==> src/common/ser_pkg.sv <==
// Constants and types for the status event reporting block
package ser_pkg;

   localparam int SER_DW = 16;
   localparam int SER_MW = 15;
   localparam logic [SER_MW-1:0] SER_MASK_RST = 15'h0000;

   // Power questionable bit positions
   localparam int PQ_OVL_A = 1;
   localparam int PQ_OVL_B = 2;
   localparam int PQ_ZER_A = 3;
   localparam int PQ_ZER_B = 4;
   localparam int PQ_MEAS_LO = 5;
   localparam int PQ_MEAS_N = 4;

   // Calibration condition bit positions
   localparam int CAL_CH_A = 1;
   localparam int CAL_CH_B = 2;

   // Operation condition bit positions
   localparam int OPR_CAL = 0;
   localparam int OPR_TRIG = 5;
   localparam int OPR_SENSE = 10;
   localparam int OPR_LLF = 11;
   localparam int OPR_ULF = 12;

   // Register selector codes
   typedef enum logic [3:0] {
      SEL_PWR_COND = 4'h0,
      SEL_DEV_COND = 4'h1,
      SEL_DEV_EVT = 4'h2,
      SEL_DEV_EN = 4'h3,
      SEL_DEV_PTR = 4'h4,
      SEL_DEV_NTR = 4'h5,
      SEL_CAL_COND = 4'h6,
      SEL_CAL_EVT = 4'h7,
      SEL_CAL_EN = 4'h8,
      SEL_CAL_PTR = 4'h9,
      SEL_CAL_NTR = 4'ha,
      SEL_OPR_COND = 4'hb,
      SEL_OPR_EVT = 4'hc,
      SEL_OPR_EN = 4'hd,
      SEL_OPR_PTR = 4'he,
      SEL_OPR_NTR = 4'hf
   } ser_sel_t;

   typedef struct packed {
      logic req;
      logic wr;
      ser_sel_t sel;
      logic [SER_DW-1:0] wdata;
   } ser_cmd_t;

   typedef struct packed {
      logic valid;
      logic [SER_DW-1:0] data;
   } ser_rsp_t;

endpackage : ser_pkg

==> src/rtl/ser_status_top.sv <==
// Status event reporting: power questionable, device, calibration and operation groups
`timescale 1ns/1ps

// Per-group condition edge filter, event latch and enable mask
module ser_group
   import ser_pkg::*;
(
   input wire logic core_clk,
   input wire logic rst_n,
   input wire logic [SER_MW-1:0] cond,
   input wire logic [SER_MW-1:0] wdata,
   input wire logic wr_en,
   input wire logic wr_ptr,
   input wire logic wr_ntr,
   input wire logic rd_evt,
   output logic [SER_MW-1:0] en_q,
   output logic [SER_MW-1:0] ptr_q,
   output logic [SER_MW-1:0] ntr_q,
   output logic [SER_MW-1:0] evt_q,
   output logic summary
);
   logic [SER_MW-1:0] en_ff;
   logic [SER_MW-1:0] ptr_ff;
   logic [SER_MW-1:0] ntr_ff;
   logic [SER_MW-1:0] evt_ff;
   logic [SER_MW-1:0] cond_ff;
   logic [SER_MW-1:0] rise;
   logic [SER_MW-1:0] fall;
   logic [SER_MW-1:0] evt_set;
   logic [SER_MW-1:0] evt_keep;
   logic [SER_MW-1:0] nxt_evt;
   logic [SER_MW-1:0] cond_up;
   logic [SER_MW-1:0] cond_dn;
   logic [SER_MW-1:0] evt_live;

   // Raw condition edges
   assign cond_up = cond & ~cond_ff;
   assign cond_dn = ~cond & cond_ff;
   assign rise = cond_up & ptr_ff;
   assign fall = cond_dn & ntr_ff;
   assign evt_set = rise | fall;
   // Clear after read, new edge wins
   assign evt_keep = rd_evt ? '0 : evt_ff;
   assign nxt_evt = evt_keep | evt_set;
   assign evt_live = evt_ff & en_ff;
   assign summary = |evt_live;

   assign en_q = en_ff;
   assign ptr_q = ptr_ff;
   assign ntr_q = ntr_ff;
   assign evt_q = evt_ff;

   // Previous condition for edge detect
   always_ff @(posedge core_clk or negedge rst_n)
   begin
      if (!rst_n)
         cond_ff <= SER_MASK_RST;
      else
         cond_ff <= cond;
   end

   // Event latch
   always_ff @(posedge core_clk or negedge rst_n)
   begin
      if (!rst_n)
         evt_ff <= SER_MASK_RST;
      else
         evt_ff <= nxt_evt;
   end

   always_ff @(posedge core_clk or negedge rst_n)
   begin
      if (!rst_n)
         en_ff <= SER_MASK_RST;
      else if (wr_en)
         en_ff <= wdata;
   end

   always_ff @(posedge core_clk or negedge rst_n)
   begin
      if (!rst_n)
         ptr_ff <= SER_MASK_RST;
      else if (wr_ptr)
         ptr_ff <= wdata;
   end

   always_ff @(posedge core_clk or negedge rst_n)
   begin
      if (!rst_n)
         ntr_ff <= SER_MASK_RST;
      else if (wr_ntr)
         ntr_ff <= wdata;
   end
endmodule : ser_group

// Functional notes
// - Power bits 1 and 2 flag channel A and B input overload.
// - Power bits 3 and 4 flag channel A and B needing zeroing.
// - Power bits 5 to 8 flag invalid or failed-log measurement 1 to 4.
// - Device condition register is read-only, follows current state.
// - Device enable mask gates device events into status word bit 1.
// - Reading device event register returns it, then clears it.
// - Enable masks and transition filters hold 15 bits and read back.
// - Device negative filter latches one-to-zero condition changes.
// - Device positive filter latches zero-to-one condition changes.
// - Calibration condition bits 1 and 2 high while A or B calibrates.
// - Calibration enable mask gates events into operation bit 0.
// - Reading calibration event register returns it, then clears it.
// - Calibration group has its own positive and negative filters.
// - Operation condition bits 0, 5, 10: calibration, trigger, sensor summaries.
// - Operation condition bits 11 and 12: lower and upper limit summaries.
// - Operation enable mask gates events into status word bit 7.
module ser_status_top
   import ser_pkg::*;
#(
   parameter bit DUAL_CHAN = 1'b1
)
(
   input wire logic core_clk,
   input wire logic rst_n,
   input wire ser_cmd_t cmd,
   output ser_rsp_t rsp,
   input wire logic ovl_a,
   input wire logic ovl_b,
   input wire logic zero_req_a,
   input wire logic zero_req_b,
   input wire logic [PQ_MEAS_N-1:0] meas_bad,
   input wire logic [SER_MW-1:0] dev_cond,
   input wire logic cal_busy_a,
   input wire logic cal_busy_b,
   input wire logic trig_summary,
   input wire logic sense_summary,
   input wire logic llf_summary,
   input wire logic ulf_summary,
   output logic dev_summary,
   output logic opr_summary
);
   logic [SER_MW-1:0] pwr_cond;
   logic [SER_MW-1:0] cal_cond;
   logic [SER_MW-1:0] opr_cond;
   logic [SER_MW-1:0] wdata;
   logic [SER_MW-1:0] dev_en, dev_ptr, dev_ntr, dev_evt;
   logic [SER_MW-1:0] cal_en, cal_ptr, cal_ntr, cal_evt;
   logic [SER_MW-1:0] opr_en, opr_ptr, opr_ntr, opr_evt;
   logic cal_summary;
   logic wr_go;
   logic rd_go;
   logic [SER_MW-1:0] rd_mux;
   logic [SER_DW-1:0] rd_word;
   ser_rsp_t nxt_rsp;
   logic rsp_valid_ff;
   logic [SER_DW-1:0] rsp_data_ff;
   logic dual_ok;
   logic ovl_b_dual;
   logic zero_b_dual;
   logic cal_b_dual;

   // Per-register strobes
   logic dev_en_wr;
   logic dev_ptr_wr;
   logic dev_ntr_wr;

   logic cal_en_wr;
   logic cal_ptr_wr;
   logic cal_ntr_wr;

   logic opr_en_wr;
   logic opr_ptr_wr;
   logic opr_ntr_wr;

   logic dev_evt_rd;
   logic cal_evt_rd;
   logic opr_evt_rd;

   // Channel B bits exist only on dual builds
   assign dual_ok = DUAL_CHAN;
   assign ovl_b_dual = ovl_b & dual_ok;
   assign zero_b_dual = zero_req_b & dual_ok;
   assign cal_b_dual = cal_busy_b & dual_ok;

   // Power questionable bits, B overload and zeroing only on dual builds
   always_comb
   begin
      pwr_cond = '0;
      pwr_cond[PQ_OVL_A] = ovl_a;
      pwr_cond[PQ_OVL_B] = ovl_b_dual;
      pwr_cond[PQ_ZER_A] = zero_req_a;
      pwr_cond[PQ_ZER_B] = zero_b_dual;
      pwr_cond[PQ_MEAS_LO +: PQ_MEAS_N] = meas_bad;
   end

   always_comb
   begin
      cal_cond = '0;
      cal_cond[CAL_CH_A] = cal_busy_a;
      cal_cond[CAL_CH_B] = cal_b_dual;
   end

   // Operation summary bits 0, 5, 10, 11, 12
   always_comb
   begin
      opr_cond = '0;
      opr_cond[OPR_CAL] = cal_summary;
      opr_cond[OPR_TRIG] = trig_summary;
      opr_cond[OPR_SENSE] = sense_summary;
      opr_cond[OPR_LLF] = llf_summary;
      opr_cond[OPR_ULF] = ulf_summary;
   end

   assign wr_go = cmd.req & cmd.wr;
   assign rd_go = cmd.req & ~cmd.wr;
   assign wdata = cmd.wdata[SER_MW-1:0];

   // Device group writes
   assign dev_en_wr = wr_go && cmd.sel == SEL_DEV_EN;
   assign dev_ptr_wr = wr_go && cmd.sel == SEL_DEV_PTR;
   assign dev_ntr_wr = wr_go && cmd.sel == SEL_DEV_NTR;

   // Calibration group writes
   assign cal_en_wr = wr_go && cmd.sel == SEL_CAL_EN;
   assign cal_ptr_wr = wr_go && cmd.sel == SEL_CAL_PTR;
   assign cal_ntr_wr = wr_go && cmd.sel == SEL_CAL_NTR;

   // Operation group writes
   assign opr_en_wr = wr_go && cmd.sel == SEL_OPR_EN;
   assign opr_ptr_wr = wr_go && cmd.sel == SEL_OPR_PTR;
   assign opr_ntr_wr = wr_go && cmd.sel == SEL_OPR_NTR;

   assign dev_evt_rd = rd_go && cmd.sel == SEL_DEV_EVT;
   assign cal_evt_rd = rd_go && cmd.sel == SEL_CAL_EVT;
   // Operation event read strobe
   assign opr_evt_rd = rd_go && cmd.sel == SEL_OPR_EVT;

   // Device events gated into status bit 1
   ser_group u_dev (
      .core_clk(core_clk),
      .rst_n(rst_n),
      .cond(dev_cond),
      .wdata(wdata),
      .wr_en(dev_en_wr),
      .wr_ptr(dev_ptr_wr),
      .wr_ntr(dev_ntr_wr),
      .rd_evt(dev_evt_rd),
      .en_q(dev_en),
      .ptr_q(dev_ptr),
      .ntr_q(dev_ntr),
      .evt_q(dev_evt),
      .summary(dev_summary)
   );

   // Calibration events gated into operation bit 0
   ser_group u_cal (
      .core_clk(core_clk),
      .rst_n(rst_n),
      .cond(cal_cond),
      .wdata(wdata),
      .wr_en(cal_en_wr),
      .wr_ptr(cal_ptr_wr),
      .wr_ntr(cal_ntr_wr),
      .rd_evt(cal_evt_rd),
      .en_q(cal_en),
      .ptr_q(cal_ptr),
      .ntr_q(cal_ntr),
      .evt_q(cal_evt),
      .summary(cal_summary)
   );

   // Operation events gated into status bit 7
   ser_group u_opr (
      .core_clk(core_clk),
      .rst_n(rst_n),
      .cond(opr_cond),
      .wdata(wdata),
      .wr_en(opr_en_wr),
      .wr_ptr(opr_ptr_wr),
      .wr_ntr(opr_ntr_wr),
      .rd_evt(opr_evt_rd),
      .en_q(opr_en),
      .ptr_q(opr_ptr),
      .ntr_q(opr_ntr),
      .evt_q(opr_evt),
      .summary(opr_summary)
   );

   always_comb
   begin
      unique case (cmd.sel)
         SEL_PWR_COND: rd_mux = pwr_cond;
         SEL_DEV_COND: rd_mux = dev_cond;
         SEL_DEV_EVT: rd_mux = dev_evt;
         SEL_DEV_EN: rd_mux = dev_en;
         SEL_DEV_PTR: rd_mux = dev_ptr;
         SEL_DEV_NTR: rd_mux = dev_ntr;
         SEL_CAL_COND: rd_mux = cal_cond;
         SEL_CAL_EVT: rd_mux = cal_evt;
         SEL_CAL_EN: rd_mux = cal_en;
         SEL_CAL_PTR: rd_mux = cal_ptr;
         SEL_CAL_NTR: rd_mux = cal_ntr;
         SEL_OPR_COND: rd_mux = opr_cond;
         SEL_OPR_EVT: rd_mux = opr_evt;
         SEL_OPR_EN: rd_mux = opr_en;
         SEL_OPR_PTR: rd_mux = opr_ptr;
         SEL_OPR_NTR: rd_mux = opr_ntr;
      endcase
   end

   assign rd_word = {1'b0, rd_mux};
   assign nxt_rsp.valid = cmd.req;
   assign nxt_rsp.data = rd_go ? rd_word : '0;

   always_ff @(posedge core_clk or negedge rst_n)
   begin
      if (!rst_n)
         rsp_valid_ff <= 1'b0;
      else
         rsp_valid_ff <= nxt_rsp.valid;
   end

   always_ff @(posedge core_clk or negedge rst_n)
   begin
      if (!rst_n)
         rsp_data_ff <= '0;
      else
         rsp_data_ff <= nxt_rsp.data;
   end

   assign rsp.valid = rsp_valid_ff;
   assign rsp.data = rsp_data_ff;
endmodule : ser_status_top

==> config.mk <==
export PLATFORM = sky130hd
export DESIGN_NAME = ser_status_top
export DESIGN_NICKNAME = d
export VERILOG_FILES = /design/src/common/ser_pkg.sv /design/src/rtl/ser_status_top.sv
export SDC_FILE = /design/constraint.sdc
export NUM_CORES = 1
export LEC_CHECK = 0
export ABC_AREA = 1
export BUFFER_PORTS_ARGS = -buffer_cell sky130_fd_sc_hd__clkbuf_2
export CORE_MARGIN = 3
export CORE_UTILIZATION = 55
export DETAILED_ROUTE_END_ITERATION = 8
export GPL_ROUTABILITY_DRIVEN = 0
export HOLD_SLACK_MARGIN = 0.02
export PLACE_DENSITY = 0.74
export SLEW_MARGIN = 40
export SYNTH_ARGS = -nofsm -noshare
export SYNTH_HDL_FRONTEND = slang
export SYNTH_SLANG_ARGS = --single-unit
==> constraint.sdc <==
create_clock -name core_clk -period 2.68 [get_ports core_clk]
set_input_delay 0.536 -clock core_clk [delete_from_list [all_inputs] [get_ports core_clk]]
set_output_delay 0.536 -clock core_clk [all_outputs]
set_load 0.01 [all_outputs]
Word-level counts from Yosys, hierarchy flattened:

Index checks and enable logic that the tools add are counted.

* register bits: 218
* word-level logic and storage cells: 83
* input bits: 53
* output and inout bits: 19

* equality and inequality tests: 15
* bitwise gates (word level): 30
* mux-type cells: 5
* reductions and logical operators: 16

Operators by type and width (number)
* one-hot mux 15 bit (16 select lines): 1
* bitwise AND 15 bit: 11
* bitwise OR 15 bit: 6
* 2-to-1 mux 15 bit: 4
* OR reduction 15 bit: 3
* == test 4 bit, second input constant: 8
* NOT 13 -> 15 bit: 2
* NOT 15 bit: 2
* NOT 3 -> 15 bit: 2
* == test 4 x 3 -> 1 bit, second input constant: 4
* bitwise AND 13 x 15 -> 15 bit: 1
* bitwise AND 15 x 13 -> 15 bit: 1
* bitwise AND 15 x 3 -> 15 bit: 1
* bitwise AND 3 x 15 -> 15 bit: 1
* logical AND 1 bit: 12
* == test 4 x 2 -> 1 bit, second input constant: 2
* == test 4 x 1 -> 1 bit, second input constant: 1
* logical NOT 4 bit: 1
* bitwise AND 1 bit: 2
* NOT 1 bit: 1

Depth between registers and ports, before layout:

* word-level depth: 7
* mapped depth: 10
* mapped depth without buffers: 9

Modules after synthesis:

A second synthesis with hierarchy kept.

* cell total of the unflattened synthesis: 1297
* area total of the unflattened synthesis: 11951.5 um2

By module, submodules not included
* ser_group: instances 3, sequential area each 1876.8 um2, area each 3103.0 um2, cells an instance 252
* ser_status_top: instances 1, sequential area each 400.4 um2, area each 2642.5 um2, cells an instance 541

Worst setup path before layout:

OpenSTA, ideal clock, no wires.

* path type: in2reg
* start point: input cmd[16] in the netlist's numbering
* end point: register u_opr.evt_ff[0] (netlist: u_opr.evt_q[0])
* path slack: 1.152 ns
* required time: 2.543 ns
* data arrival time: 1.391 ns
* path buffers: 1
* cell stages on the path: 5
* library setup time: 0.137 ns
* cell sequence: nor2_2 -> clkbuf_1 -> nand3_1 -> nand2_1 -> o221ai_1

* word-level cells in the longest chain between the ends: 4

Ends and longest elaborated chain
* start: declaration: line ser_status_top.sv:121 `input wire ser_cmd_t cmd,`
* == test 4 bit: line ser_status_top.sv:232 `assign opr_evt_rd = rd_go && cmd.sel == SEL_OPR_EVT;`
* logical AND 1 bit: line ser_status_top.sv:232
* 2-to-1 mux 15 bit: line ser_status_top.sv:43 `assign evt_keep = rd_evt ? '0 : evt_ff;`
* bitwise OR 15 bit: line ser_status_top.sv:44 `assign nxt_evt = evt_keep | evt_set;`
* net u_opr.nxt_evt[0]: line ser_status_top.sv:31 `logic [SER_MW-1:0] nxt_evt;`
* end signal: assignment: line ser_status_top.sv:68 `evt_ff <= nxt_evt;`
* end: declaration: line ser_status_top.sv:25 `logic [SER_MW-1:0] evt_ff;`

The timed path passes the listed nets, and every way through them passes these cells.
A chain may end at the register's enable or synchronous reset.

Worst setup path after layout:

* start point: register u_dev.en_ff[5] (netlist: u_dev.en_q[5])
* end point: output dev_summary

* word-level cells in the longest chain between the ends: 2

Ends and longest elaborated chain
* start: declaration: line ser_status_top.sv:22 `logic [SER_MW-1:0] en_ff;`
* start signal: assignment: line ser_status_top.sv:76 `en_ff <= wdata;`
* bitwise AND 15 bit: line ser_status_top.sv:45 `assign evt_live = evt_ff & en_ff;`
* OR reduction 15 bit: line ser_status_top.sv:46 `assign summary = |evt_live;`
* end: declaration: line ser_status_top.sv:135 `output logic dev_summary,`

Every way passes these cells.

==> metrics.md <==
| Metric | Value |
|---|---|
| Lkg Pwr | 0.00525 µW |
| Post-synth top area cell | dfrtp_1 |
| Setup total negative slack | 0 ns |
| Multi-input gate area in the final layout | 0.00346 mm² |
| Crit share post-route | 81.6% |
| CP most frequent cell | nand2_1 |
| ANT cells | 0 |
| Hold crit path type | in2async |
| Vias per cell | 5.67 |
| Die width | 132 µm |
| Startpoint types | flop |
| I/O pins | 72 |
| Crit-path slowest cell | dfrtp_1 |
| Clock sink count | 195 |
| Global-route wire length before repair | 38400 µm |
| Syn Area/Cell | 7.98 µm² |
| Reg2Reg Depth | 8 |
| Top cell type's share of synthesized area | between 50% and 60% |
| DR pass1 iterations | 8 |
| Share of cells above drive strength 1 | about 12% |
| Remaining Overflow, GRT | 0 |
| FILL cells | 1327 |
| Post-Syn Instances | 1100 |
| Worst IR Drop VDD | about 0.00058 V |
| Setup Viol. Count Final | 0 |
| Tightest Pin Transition | 0.577 ns |
| # rows | 45 |
| Max Buffers Root-to-Sink | 2 |
| Nets | 1220 |
| Clock Latency Late Sink | 0.43 ns |
| Total vias in the final route | 7884 |
| Critical path endpoint category | output port |
| Period minus WS final | approximately 2.2 ns |
| Layout area overhead | 15.3% |
| Worst path bufs/invs | 1 |
| CTS resizes | 0 |
| Drt initial violations | about 850 |
| R2R Path End | rsp_data_ff[0] |
| Max-slew headroom | 61.5% |
| Top cells by area, synth | dfrtp_1, nand2_1, nand3_1 |
| Initial core utilization | 56.9% |
| Number of CTS-inserted buffers | 17 |
| Cts hold-fix bufs | 0 |
| Root Driver | clkbuf_16 |
| Crit path largest cell delay | 0.41 ns |
| Top delay family on crit path | flip-flops |
| Status | finished clean |
| Max Clk Rate | 0.457 GHz |
| Crit path DAT | 1.65 ns |
| Die height | 132 µm |
| Crit-path cells | nand2_1, nand2_1, a221oi_1, nand3_1, clkbuf_2 |
| Cell area after synthesis | 0.00878 mm² |
| Netlist cell types | 22 |
| Max Cap Violations | 0 |
| Max-slew violations | 0 |
| Origin of the critical flop-to-flop path | u_cal.evt_q[1] |
| Clk pin slew, worst setup/hold paths | 0.06 ns |
| CTS tree | yes |
| Drt total wl | approximately 24000 µm |
| Worst R2R Setup Slack | 1.43 ns |
| I/O Buffers | 69 |
| Largest net degree at the start of global routing | 68 |
| CP required | 2.14 ns |
| Total power | 7480 µW |
| Antenna violations before repair | 1 |
| Overall routing resource usage | 27.8% |
| Via count of the first global-routing pass | 7210 |
| Power density cells | 739 mW/mm² |
| Worst setup path class | reg2out |
| WL/cell | 17.1 µm |
| # Post-CTS Setup Buffers | 0 |
| Syn nets | 1153 |
| Synth warnings | 0 |
| Core box area | 0.0154 mm² |
| DRC viols | 0 |
| Synthesized flop and latch total | a little under 200 |
| Post-route ant nets | 0 |
| Post-synth EDFFs | 0 |
| Main synth FF type | dfrtp_1 |
| H-tree Lvls | 4 |
| DP HPWL | 16300 µm |
| Async S/R FF share, synth | 100% |
| Sequential fraction of the synthesis area | 55.6% |
| Register area | 0.00488 mm² |
| Final Hold Violating Endpoints | 0 |
| Die ar. | around 0.018 mm² |
| Final Skew | 0.0104 ns |
| Crit Path Max Fanout | 3 |
| RSZ-0062 raised after global routing | false |
-- power by group --
| part | internal, µW | switching [µW] | total, µW | leakage, µW |
|---|---|---|---|---|
| Clock | 1650 | 1070 | 2720 | 0.000312 |
| Sequential | 3430 | 347 | 3780 | 0.00244 |
| Combinational | 372 | 603 | 975 | 0.00250 |
| Total | 5460 | 2020 | 7480 | 0.00525 |
-- logic make-up (layout without fill, tap and decap cells) --
logic type | after synthesis | after routing | share of synthesized area, %
DFF | 195 | 195 | 55.6
AOI/OAI and AO/OA | 161 | 161 | 9.77
buffers and inverters | 112 | 191 | 5.08
and+or+nand+nor | 631 | 631 | 29.5
other | 1 | 1 | 0.0427
-- metal layers --
| layer | wire [µm] | vias to the layer above | GRT usage, % |
|---|---|---|---|
| li1 | - | 3698 | - |
| met1 | 10300 | 3792 | 40.0 |
| met4 | 459 | 2 | 8.08 |
| met2 | 10700 | 348 | 41.6 |
| met3 | 2310 | 44 | 7.94 |
| met5 | 12 | - | 0 |
-- how the worst max path moves through the flow --
stage                  start             end  cells past startpoint
3_5_place_dp         cmd[16]  u_opr.ptr_q[0]                      9
5_1_grt        u_dev.en_q[5]     dev_summary                      5
4_1_cts        u_dev.en_q[5]     dev_summary                      5
3_3_place_gp         cmd[16]  u_opr.ptr_q[6]                      9
6_report       u_dev.en_q[5]     dev_summary                      5
2_1_floorplan        cmd[16]  u_opr.evt_q[0]                      5
-- worst register-to-register path: stages (launching register included) --
cell	delay [ns]
dfrtp_1	0.41
nand2_1	0.09
nand2_1	0.12
nand2_1	0.09
nand2_1	0.04
nor2_1	0.08
nand2_1	0.13
nor2_1	0.12
nor2_1	0.05
-- cell type report --
class / count / area share, %
Clock buffer: 22 / 4.79
Clock inverter: 9 / 1.50
Sequential cell: 195 / 48.2
Multi-Input combinational cell: 793 / 34.2
Tap cell: 211 / 2.61
Timing Repair Buffer: 102 / 6.57
Inverter: 58 / 2.15
-- cells in the final DEF, fill, tap and decap left out, types with 4 or more instances in the layout --
cell / synthesis / final
buf_12: 0 / 5
buf_4: 2 / 28
bufinv_16: 0 / 4
clkbuf_16: 0 / 17
clkbuf_2: 0 / 68
clkbuf_8: 0 / 5
dfrtp_1: 195 / 195
inv_1: 56 / 56
nand2_1: 387 / 387
nand3_1: 151 / 151
nor2_1: 80 / 78
nor2_2: 8 / 10
o21ai_0: 139 / 139
o21ai_1: 4 / 4
o221ai_1: 8 / 8
-- metrics by stage --
| step | utilization, % | hold WS, ns | cell area, µm² | cells | worst slack [ns] |
|---|---|---|---|---|---|
| finish | 65.6 | 0.0935 | 10100 | 1390 | 0.492 |
| CTS | 65.6 | 0.114 | 10100 | 1390 | 0.463 |
| floorplan | - | 0.240 | 8780 | 1100 | 1.15 |
| detailed placement | 61.5 | 0.473 | 9480 | 1359 | 0.629 |
| global placement | 61.5 | 0.466 | 9480 | 1359 | 0.662 |
| global route | 65.6 | 0.126 | 10100 | 1390 | 0.402 |
-- registers in the layout (all words and copies together) (netlist names) --
name           cells
rsp_data_ff       15
rsp_valid_ff       1
u_cal.cond_ff      2
u_cal.en_q        15
u_cal.evt_q        2
u_cal.ntr_q       15
u_cal.ptr_q       15
u_dev.cond_ff     15
u_dev.en_q        15
u_dev.evt_q       15
u_dev.ntr_q       15
u_dev.ptr_q       15
u_opr.cond_ff      5
u_opr.en_q        15
u_opr.evt_q        5
u_opr.ntr_q       15
u_opr.ptr_q       15
-- cell usage after synthesis (4+ instances only) --
cell / number
nor2_2: 8
nand3_1: 151
dfrtp_1: 195
buf_2: 14
inv_1: 56
o21ai_1: 4
clkbuf_1: 38
o221ai_1: 8
o21ai_0: 139
nor2_1: 80
nand2_1: 387
Power figures use the tool's default switching activity.
